--- config.mk ---
export PLATFORM = sky130hd
export DESIGN_NAME = gpb_port_bank
export DESIGN_NICKNAME = d
export VERILOG_FILES = /design/src/rtl/gpb_pkg.sv /design/src/rtl/gpb_port_bank.sv
export SDC_FILE = /design/constraint.sdc
export NUM_CORES = 1
export LEC_CHECK = 0
export BUFFER_PORTS_ARGS = -buffer_cell sky130_fd_sc_hd__clkbuf_2
export CORE_MARGIN = 2
export CORE_UTILIZATION = 45
export DETAILED_ROUTE_END_ITERATION = 16
export PLACE_DENSITY = 0.67
export SYNTH_ARGS = -nofsm -noshare
export SYNTH_HDL_FRONTEND = slang
export SYNTH_SLANG_ARGS = --single-unit
--- constraint.sdc ---
create_clock -name clk -period 4.7 [get_ports clk]
set_input_delay 0.94 -clock clk [delete_from_list [all_inputs] [get_ports clk]]
set_output_delay 0.94 -clock clk [all_outputs]
set_load 0.005 [all_outputs]
--- src/rtl/gpb_pkg.sv ---
// Package: constants, address map and state types of the port bank
package gpb_pkg;

    localparam int NPORT = 7;
    localparam int PW = 8;

    // Bidirectional port indices
    localparam logic [2:0] PORT_A = 3'h0;
    localparam logic [2:0] PORT_B = 3'h1;
    localparam logic [2:0] PORT_C = 3'h2;
    localparam logic [2:0] PORT_E = 3'h3;
    localparam logic [2:0] PORT_F = 3'h4;
    localparam logic [2:0] PORT_G = 3'h5;
    localparam logic [2:0] PORT_L = 3'h6;
    // Output-only port index
    localparam logic [2:0] PORT_D = 3'h7;

    // Register select within a port slot: addr[4:2] port, addr[1:0] select
    localparam int AW = 5;
    localparam logic [1:0] SEL_DATA = 2'h0;
    localparam logic [1:0] SEL_CFG = 2'h1;
    localparam logic [1:0] SEL_PIN = 2'h2;

    // Port widths
    localparam logic [7:0] MASK_FULL = 8'hFF;
    localparam logic [7:0] MASK_NIBBLE = 8'h0F;
    localparam logic [7:0] MASK_G_DATA_READ = 8'h3F;

    // Special port bit positions
    localparam int BIT_HALT = 7;
    localparam int BIT_IDLE = 6;
    localparam int BIT_CLOCK_START_DELAY_ENABLE = 7;
    localparam int BIT_ALT_SK = 6;
    localparam int BIT_EXTERNAL_INTERRUPT_INPUT = 0;
    localparam int BIT_WATCHDOG_OUTPUT = 1;
    localparam int BIT_T1B = 2;
    localparam int BIT_T1A = 3;
    localparam int BIT_SO = 4;
    localparam int BIT_SK = 5;
    localparam int BIT_SI = 6;
    localparam int BIT_CKO = 7;
    localparam int BIT_RDX = 3;
    localparam int BIT_CKX = 1;

    // Reset values
    localparam logic [7:0] CFG_RST = 8'h00;
    localparam logic [7:0] DATA_RST = 8'h00;
    localparam logic [7:0] PORT_D_RST = 8'hFF;
    localparam logic [7:0] RDATA_RST = 8'h00;

    // Clock start-up delay after halt
    localparam int CLK_MHZ = 20;
    localparam int CLK_START_DELAY_US = 10;
    localparam int CLK_DLY_CYC = CLK_START_DELAY_US * CLK_MHZ;
    localparam int DW = 16;

    typedef struct packed {
        logic rd;
        logic wr;
        logic [AW-1:0] addr;
        logic [7:0] wdata;
    } gpb_req_s;

    typedef struct packed {
        logic [NPORT-1:0][PW-1:0] cfg;
        logic [NPORT-1:0][PW-1:0] dat;
        logic [PW-1:0] dport;
        logic [NPORT-1:0][PW-1:0] sync1;
        logic [NPORT-1:0][PW-1:0] sync2;
        logic [NPORT-1:0][PW-1:0] pad_oe;
        logic [NPORT-1:0][PW-1:0] pad_out;
        logic [NPORT-1:0][PW-1:0] pad_pu;
        logic [7:0] rdata;
        logic halt;
        logic idle;
        logic osc_run;
        logic clk_ready;
        logic alt_sk;
        logic clock_start_delay_enable_en;
        logic [DW-1:0] dly_cnt;
    } gpb_state_s;

endpackage

--- src/rtl/gpb_port_bank.sv ---
// Port bank: configuration, data and pin registers, pads and special port bits
module gpb_port_bank
    import gpb_pkg::*;
(
    input wire logic clk,
    input wire logic nrst,
    input wire gpb_req_s req,
    output logic [7:0] rdata_q,
    input wire logic [NPORT-1:0][PW-1:0] pad_in,
    output logic [NPORT-1:0][PW-1:0] pad_out_q,
    output logic [NPORT-1:0][PW-1:0] pad_oe_q,
    output logic [NPORT-1:0][PW-1:0] pad_pu_q,
    output logic [PW-1:0] port_d_out_q,
    input wire logic watchdog_sel,
    input wire logic watchdog_output,
    input wire logic rc_clock_sel,
    input wire logic main_clock_input,
    input wire logic wake_event,
    output logic halt_q,
    output logic idle_q,
    output logic osc_run_q,
    output logic clk_ready_q,
    output logic alt_shift_clock_phase_q,
    output logic clock_start_delay_enable_q,
    output logic external_interrupt_input_q,
    output logic timer1_capture_input_q,
    output logic timer1_io_q,
    output logic serial_data_in_q,
    output logic serial_shift_clock_q,
    output logic [PW-1:0] wake_inputs_q,
    output logic usart_receive_q,
    output logic usart_clock_q
);

    gpb_state_s s_q;
    gpb_state_s s_d;

    // Implemented bits of a port
    function automatic logic [7:0] port_mask(input logic [2:0] p);
        port_mask = (p == PORT_F) ? MASK_NIBBLE : MASK_FULL;
    endfunction

    // Pad set-up from configuration and data bit: {oe, out, pu}
    function automatic logic [2:0] pad_setup(input logic c, input logic d);
        pad_setup = {c, c & d, ~c & d};
    endfunction

    logic [2:0] p_sel;
    logic [1:0] r_sel;
    assign p_sel = req.addr[4:2];
    assign r_sel = req.addr[1:0];

    always_comb begin
        logic [2:0] ps;
        ps = 3'h0;
        s_d = s_q;
        // Two-stage pad synchroniser
        s_d.sync1 = pad_in;
        s_d.sync2 = s_q.sync1;

        // Wake from halt or idle; a start delay may hold the core clock
        if (wake_event && (s_q.halt || s_q.idle)) begin
            s_d.idle = 1'b0;
            if (s_q.halt) begin
                s_d.halt = 1'b0;
                s_d.osc_run = 1'b1;
                if (s_q.clock_start_delay_enable_en) begin
                    s_d.dly_cnt = DW'(CLK_DLY_CYC);
                end else begin
                    s_d.clk_ready = 1'b1;
                end
            end
        end
        if (s_q.dly_cnt != '0) begin
            s_d.dly_cnt = s_q.dly_cnt - DW'(1);
            if (s_q.dly_cnt == DW'(1)) begin
                s_d.clk_ready = 1'b1;
            end
        end

        // Register writes; entry to a power-save mode wins over a wake
        if (req.wr) begin
            if (p_sel == PORT_D) begin
                if (r_sel == SEL_DATA) begin
                    s_d.dport = req.wdata;
                end
            end else if (r_sel == SEL_DATA) begin
                s_d.dat[p_sel] = req.wdata & port_mask(p_sel);
                if (p_sel == PORT_G && req.wdata[BIT_HALT]) begin
                    s_d.halt = 1'b1;
                    s_d.osc_run = 1'b0;
                    s_d.clk_ready = 1'b0;
                    s_d.dly_cnt = '0;
                end
                if (p_sel == PORT_G && req.wdata[BIT_IDLE]) begin
                    s_d.idle = 1'b1;
                end
            end else if (r_sel == SEL_CFG) begin
                s_d.cfg[p_sel] = req.wdata & port_mask(p_sel);
            end
        end

        // Register reads
        if (req.rd) begin
            s_d.rdata = RDATA_RST;
            if (p_sel == PORT_D) begin
                if (r_sel == SEL_DATA) begin
                    s_d.rdata = s_q.dport;
                end
            end else begin
                case (r_sel)
                    SEL_DATA: begin
                        if (p_sel == PORT_G) begin
                            s_d.rdata = s_q.dat[p_sel] & MASK_G_DATA_READ;
                        end else begin
                            s_d.rdata = s_q.dat[p_sel];
                        end
                    end
                    SEL_CFG: s_d.rdata = s_q.cfg[p_sel];
                    SEL_PIN: s_d.rdata = s_q.sync2[p_sel] & port_mask(p_sel);
                    default: s_d.rdata = RDATA_RST;
                endcase
            end
        end

        // Pad drive for every implemented bit
        for (int p = 0; p < NPORT; p++) begin
            ps = 3'(p);
            for (int b = 0; b < PW; b++) begin
                if (port_mask(ps)[b]) begin
                    {s_d.pad_oe[p][b], s_d.pad_out[p][b], s_d.pad_pu[p][b]} =
                        pad_setup(s_d.cfg[p][b], s_d.dat[p][b]);
                end else begin
                    {s_d.pad_oe[p][b], s_d.pad_out[p][b], s_d.pad_pu[p][b]} = 3'h0;
                end
            end
        end

        // Special port pin overrides
        s_d.pad_oe[PORT_G][BIT_SI] = 1'b0;
        s_d.pad_out[PORT_G][BIT_SI] = 1'b0;
        s_d.pad_pu[PORT_G][BIT_SI] = 1'b0;
        s_d.pad_oe[PORT_G][BIT_CKO] = 1'b1;
        s_d.pad_out[PORT_G][BIT_CKO] = main_clock_input & s_d.osc_run;
        s_d.pad_pu[PORT_G][BIT_CKO] = 1'b0;
        if (watchdog_sel) begin
            s_d.pad_oe[PORT_G][BIT_WATCHDOG_OUTPUT] = ~watchdog_output;
            s_d.pad_out[PORT_G][BIT_WATCHDOG_OUTPUT] = 1'b0;
            s_d.pad_pu[PORT_G][BIT_WATCHDOG_OUTPUT] = 1'b1;
        end

        s_d.alt_sk = s_d.cfg[PORT_G][BIT_ALT_SK];
        s_d.clock_start_delay_enable_en = s_d.cfg[PORT_G][BIT_CLOCK_START_DELAY_ENABLE] & rc_clock_sel;

        if (!nrst) begin
            s_d = '0;
            s_d.cfg = {NPORT{CFG_RST}};
            s_d.dat = {NPORT{DATA_RST}};
            s_d.dport = PORT_D_RST;
            s_d.rdata = RDATA_RST;
            s_d.osc_run = 1'b1;
            s_d.clk_ready = 1'b1;
        end
    end

    always_ff @(posedge clk) begin
        s_q <= s_d;
    end

    assign rdata_q = s_q.rdata;
    assign pad_out_q = s_q.pad_out;
    assign pad_oe_q = s_q.pad_oe;
    assign pad_pu_q = s_q.pad_pu;
    assign port_d_out_q = s_q.dport;
    assign halt_q = s_q.halt;
    assign idle_q = s_q.idle;
    assign osc_run_q = s_q.osc_run;
    assign clk_ready_q = s_q.clk_ready;
    assign alt_shift_clock_phase_q = s_q.alt_sk;
    assign clock_start_delay_enable_q = s_q.clock_start_delay_enable_en;
    // Alternate-function inputs from the synchronised pads
    assign external_interrupt_input_q = s_q.sync2[PORT_G][BIT_EXTERNAL_INTERRUPT_INPUT];
    assign timer1_capture_input_q = s_q.sync2[PORT_G][BIT_T1B];
    assign timer1_io_q = s_q.sync2[PORT_G][BIT_T1A];
    assign serial_data_in_q = s_q.sync2[PORT_G][BIT_SI];
    assign serial_shift_clock_q = s_q.sync2[PORT_G][BIT_SK];
    assign wake_inputs_q = s_q.sync2[PORT_L];
    assign usart_receive_q = s_q.sync2[PORT_L][BIT_RDX];
    assign usart_clock_q = s_q.sync2[PORT_L][BIT_CKX];
endmodule

Word level (Yosys, flattened, before mapping)
Cells that the tools add are included.
{"block": "totals", "output_inout_bits": 205, "word_cells": 286, "regBits": 386, "input_bits": 78}
{"block": "classes", "order_cmp": 2, "n_reduce_logical": 11, "addsub": 1, "n_mux": 46, "n_eq_ne": 6, "n_bitwise": 158}
{"operator": "2-to-1 mux 190 bit", "n": 1}
{"operator": "2-to-1 mux 56 bit", "n": 3}
{"operator": "2-to-1 mux 16 bit", "n": 8}
{"operator": "2-to-1 mux 120 bit", "n": 1}
{"operator": "bitwise mux 56 bit", "n": 2}
{"operator": "2-to-1 mux 112 bit", "n": 1}
{"operator": "bitwise AND 1 bit", "n": 102}
{"operator": "2-to-1 mux 8 bit", "n": 11}
{"operator": "binary-select mux 8 bit (select 3 bit)", "n": 3}
{"operator": "inverter 1 bit", "n": 54}
{"operator": "demux 8 bit (select 3 bit)", "n": 1}
{"operator": "one-hot mux 8 bit (3 select lines)", "n": 1}
{"operator": "bitwise AND 8 bit", "n": 2}
{"operator": "== test 16 x 1 -> 1 bit, second input constant", "n": 1}
{"operator": "2-to-1 mux 4 bit", "n": 4}
{"operator": "nonzero test 16 bit", "n": 1}
{"operator": "subtractor 16 x 1 -> 16 bit, second input constant", "n": 1}
{"operator": "== test 3 bit, second input constant", "n": 3}
{"operator": "2-to-1 mux 1 bit", "n": 8}
{"operator": "AND reduction 3 bit", "n": 2}
{"operator": "logical AND 1 bit", "n": 4}
{"operator": "less-than comparator 3 x 4 -> 1 bit, second input constant", "n": 1}
{"operator": "2-to-1 mux 2 bit", "n": 2}
{"operator": "AND reduction 4 bit", "n": 1}
{"operator": "6 further kinds", "n": 6}

Longest topological paths before layout
{"block": "depth", "word_depth": 13, "mapped_depth": 9, "ltp_nobuf": 6}

Worst setup path after synthesis
Ideal clock, no wire load.
{"block": "synth_path", "kind": "input to register", "startpoint": "in req[11] (netlist name)", "endpoint": "reg s_q (netlist bit rdata_q[0])", "setup_slack_ns": 2.210, "stages": 6, "required_ns": 4.568, "n_path_buf": 3, "t_arrival_ns": 2.358, "setup_ns": 0.132, "path_cell_list": "buf_2 buf_1 clkbuf_1 mux4_2 o211ai_1 a31oi_1"}
{"block": "synth_via", "elab_chain_len": 5, "elab_cells_between_ends": 11}
{"element": "start: declaration", "line_no": "gpb_port_bank.sv:7", "rtl": "input wire gpb_req_s req,"}
{"element": "binary-select mux 8 bit (select 3 bit) (on tied branches)", "line_no": "gpb_port_bank.sv:120, gpb_port_bank.sv:114, gpb_port_bank.sv:116"}
{"element": "2-to-1 mux 8 bit (on tied branches)", "line_no": "gpb_port_bank.sv:120, gpb_port_bank.sv:116"}
{"element": "bitwise AND 8 bit / 2-to-1 mux 8 bit (equally long branches)", "line_no": "gpb_port_bank.sv:120, gpb_port_bank.sv:113"}
{"element": "one-hot mux 8 bit (3 select lines)", "line_no": "gpb_port_bank.sv:111", "rtl": "case (r_sel)"}
{"element": "2-to-1 mux 8 bit (*)", "line_no": "gpb_port_bank.sv:106", "rtl": "if (p_sel == PORT_D) begin"}
{"element": "end signal: assignment", "line_no": "gpb_port_bank.sv:167", "rtl": "s_q <= s_d;"}
{"element": "end: declaration", "line_no": "gpb_port_bank.sv:35", "rtl": "gpb_state_s s_q;"}
Mark *: on every way between the ends. The rest lies on a longest branch, timed or not. The select of a mux whose other input is x is not followed.
A chain may end at the register's enable or synchronous reset.

Worst setup path in the final report
{"block": "layout_path", "startpoint": "in req[12] (netlist name)", "endpoint": "reg s_q (netlist bit pad_pu_q[22])"}
{"block": "layout_via", "elab_chain_len": 11, "elab_cells_between_ends": 18}
{"element": "less-than comparator 3 x 4 -> 1 bit (not written as such) / greater-or-equal comparator 3 x 1 -> 1 bit (equally long branches)", "line_no": "gpb_port_bank.sv:88, gpb_port_bank.sv:99"}
{"element": "logical AND 1 bit (not written as such)", "line_no": "gpb_port_bank.sv:88, gpb_port_bank.sv:99"}
{"element": "2-to-1 mux 8 bit (not written as such)", "line_no": "gpb_port_bank.sv:88, gpb_port_bank.sv:99"}
{"element": "demux 8 bit (select 3 bit)", "line_no": "gpb_port_bank.sv:88, gpb_port_bank.sv:99"}
{"element": "bitwise mux 56 bit", "line_no": "gpb_port_bank.sv:99", "rtl": "s_d.cfg[p_sel] = req.wdata & port_mask(p_sel);"}
{"element": "2-to-1 mux 56 bit", "line_no": "gpb_port_bank.sv:98", "rtl": "end else if (r_sel == SEL_CFG) begin"}
{"element": "2-to-1 mux 56 bit", "line_no": "gpb_port_bank.sv:87", "rtl": "end else if (r_sel == SEL_DATA) begin"}
{"element": "2-to-1 mux 112 bit (*)", "line_no": "gpb_port_bank.sv:83", "rtl": "if (p_sel == PORT_D) begin"}
{"element": "2-to-1 mux 120 bit (*)", "line_no": "gpb_port_bank.sv:82", "rtl": "if (req.wr) begin"}
{"element": "inverter 1 bit", "line_no": "gpb_port_bank.sv:45", "rtl": "pad_setup = {c, c & d, ~c & d};"}
{"element": "bitwise AND 1 bit (*)", "line_no": "gpb_port_bank.sv:45"}
Mark *: on every way between the ends. The rest lies on a longest branch, timed or not.

==> results.md <==
- CP cell instances: buf_4 -> nor2b_2 -> nand3_1 -> mux2i_1 -> and3_1
- CP max stage cell: nor2b_2
- Lkg Pwr: a little under 7 nW
- Most common cell after layout, fill and taps aside: dfxtp_1
- Fmax: 308.9 MHz
- Ys flop type: dfxtp_1
- Final Max Slew Viols: 0
- Startpoint types: input port
- Post-DP HPWL: 25150 um
- Yosys warns: 0
- Critical path type: input port to flip-flop
- WL per Instance: 18.48 um
- Slew HR: 0.2526
- Minimum clock period: 3.237 ns
- Worst EP arrival: 3.70 ns
- Core Footprint: 31470 um2
- Period utilisation layout: 0.6887
- Clk root buf: clkbuf_16
- Initial antenna violation count: 2
- Post-Syn Area: 14340 um2
- CTS tree: yes
- Io pins: 283
- TritonCTS Buffers: 37
- Total Neg Setup Slack: 0 ns
- Layout cells sized above 1: 0.2568
- EDFF count, synth: 0
- Vias in the first global route: 9126
- First-pass GRT wire length: 52920 um
- Maxcap violations: 0
- DR DRC count: 0
- Final Hold Fails: 0
- Port buffer count: 262
- Pin count of the biggest net entering global routing: ~110
- ANT cells: 0
- Clk buf depth: 3
- Total gr overflow: 0
- Clock transition at path regs: approximately 0.060 ns
- Avg Synthesized Cell Area: 10.04 um2
- # Post-CTS Setup Buffers: 0
- Die Area: 33310 um2
- Std cell rows: 65
- GRT Util Overall: 0.2063
- RSZ-0062 raised after global routing: no
- Most frequent cells in the layout: dfxtp_1 (354), clkbuf_2 (260), and2_1 (143)
- CP endpoint kind: flip-flop
- Maximum VDD drop: 0.2067 mV
- Largest stage delay, worst path: 0.91 ns
- Initial core utilization: 0.4556
- RePlAce Congestion: 0.8239
- Asr flop ratio synth: 0
- Outcome: finished, final reports clean
- Antenna-violating nets left: 0
- Hold WS: approximately 0.43 ns
- WL final: 35430 um
- Total number of vias: between 9000 and 10000
- Cts repair resizes: 0
- Hold_buf cts: 0
- Sequential fraction of the synthesis area: 0.4942
- Cells after Synth: 1428
- Clk Latency, worst-skew pair: 0.52 ns
- Critical Path RT: 5.16 ns
- Vias/cell: 5.024
- Router iterations before antenna repair: 5
- Synth unique cells: 63
- H-Tree Depth: 2
- First DRT Iteration DRCs: 650
- Endpoints failing setup: 0
- PwrDens: 423.9 nW/um2
- Least-Margin Pin Slew: 1.116 ns
- Worst hold path class: flip-flop to flip-flop
- Area grow syn2layout: 9.493%
- Clock Sinks: between 300 and 400
- Die width: 182.5 um
- Fin util: 0.4989
- Final nets: between 1500 and 2000
- Clock Skew: about 0.017 ns
- Synthesized flop and latch total: 354
- CP max FO: 24
- Die Ht: roughly 180 um
## synthesized netlist by cell type (all sizes together) (2+ instances only)
library cell  count  area share
a211o             2      0.0012
a221o             3      0.0021
and3             25       0.011
a21oi            19      0.0066
nand2b           13      0.0062
dfxtp           354        0.49
and2            143       0.062
mux2i            89       0.062
a311oi            2      0.0017
inv              23      0.0060
nand3            40       0.014
ha                3      0.0026
o21a              4      0.0021
o21ai            26      0.0091
a211oi           10      0.0056
a21boi           21       0.011
nand2            76       0.020
nor3b             4      0.0021
a22oi             6      0.0031
a32o              2      0.0014
or2               3      0.0013
o211ai           10      0.0052
nand3b           10      0.0052
or4               3      0.0021
a22o              2      0.0012
nor3              9      0.0035
nor2b           117       0.051
o22ai             2     0.00087
a221oi            5      0.0031
mux2             32       0.025
buf             212        0.11
a2bb2oi           5      0.0031
a31oi             9      0.0039
xor2              7      0.0043
nand4             9      0.0039
nor2             46       0.012
mux4             10       0.016
clkbuf           52       0.014
nor4              5      0.0032
a32oi             3      0.0018
## cells by family after synthesis
group | Yosys count | share of synthesized area
flip-flops | 354 | 0.4942
multiplexers | 131 | 0.1032
AO/OA/AOI/OAI | 136 | 0.06631
other | 1 | 0.0002615
adder cells (fa/ha/maj) | 3 | 0.002618
AND/OR/NAND/NOR | 509 | 0.2022
XOR/XNOR | 7 | 0.004275
buffers and inverters | 287 | 0.1270
## per-stage QoR
step	cells	setup slack [ns]	area [um2]	power, mW
floorplan	1443	2.210	14400	3.862
global placement	1857	0.9803	14610	4.008
detailed placement	1857	0.9759	14610	4.035
CTS	1917	1.510	15700	6.718
global route	1917	1.368	15700	6.930
finish	1917	1.463	15700	6.656
## final timing paths
path	startpoint	endpoint	slack, ns	cells after the start
setup / recovery	req[12]	pad_pu_q[22]$_SDFF_PN0_	1.46	5
hold reg to reg	s_q[261]$_SDFF_PN0_	s_q[205]$_SDFF_PN0_	0.43	1
hold / removal	s_q[261]$_SDFF_PN0_	s_q[205]$_SDFF_PN0_	0.43	1
setup reg to reg	s_q[2]$_SDFF_PN0_	s_q[15]$_SDFF_PN0_	2.46	5
## cell type report
type,count,area [um2]
clock buffers,49,1021
well taps,402,503.0
clock inverters,11,67.56
multi-input cells,802,5499
inverters,23,86.33
flip-flops and latches,354,7087
repair buffers,276,1438
fillers,2909,15770
## report_power, final
part / internal [mW] / leakage, nW / switching, mW / total, mW
logic: 0.332 / 3.52 / 0.436 / 0.767
clock network: 1.52 / 0.537 / 1.16 / 2.68
registers: 3.12 / 2.88 / 0.0918 / 3.21
## critical path, delay by kind of cell
family                 cells  cell delay (ns)
buffers and inverters      1             0.23
multiplexers               1             0.48
AND/OR/NAND/NOR            3             2.02
## flip-flops by register name, summed over array words and instances, names as in the netlist, named ones only
| name | count |
|---|---|
| timer1_io_q | 1 |
| s_q | 168 |
| clk_ready_q | 1 |
| osc_run_q | 1 |
| rdata_q | 8 |
| pad_pu_q | 50 |
| halt_q | 1 |
| wake_inputs_q | 8 |
| timer1_capture_input_q | 1 |
| idle_q | 1 |
| external_interrupt_input_q | 1 |
| serial_data_in_q | 1 |
| pad_oe_q | 42 |
| clock_start_delay_enable_q | 1 |
| serial_shift_clock_q | 1 |
| port_d_out_q | 8 |
| pad_out_q | 51 |
## layer usage
metal / share of wire / global-route usage / wire, um / vias up
met5: 0.00071 / 0 / 25 / -
met1: 0.44 / 0.2765 / 15770 / 4516
met3: 0.078 / 0.05288 / 2761 / 65
li1: - / - / - / 4681
met2: 0.45 / 0.3279 / 15980 / 365
met4: 0.025 / 0.06161 / 891 / 4
Note: power is estimated with default switching activity, not from simulation.
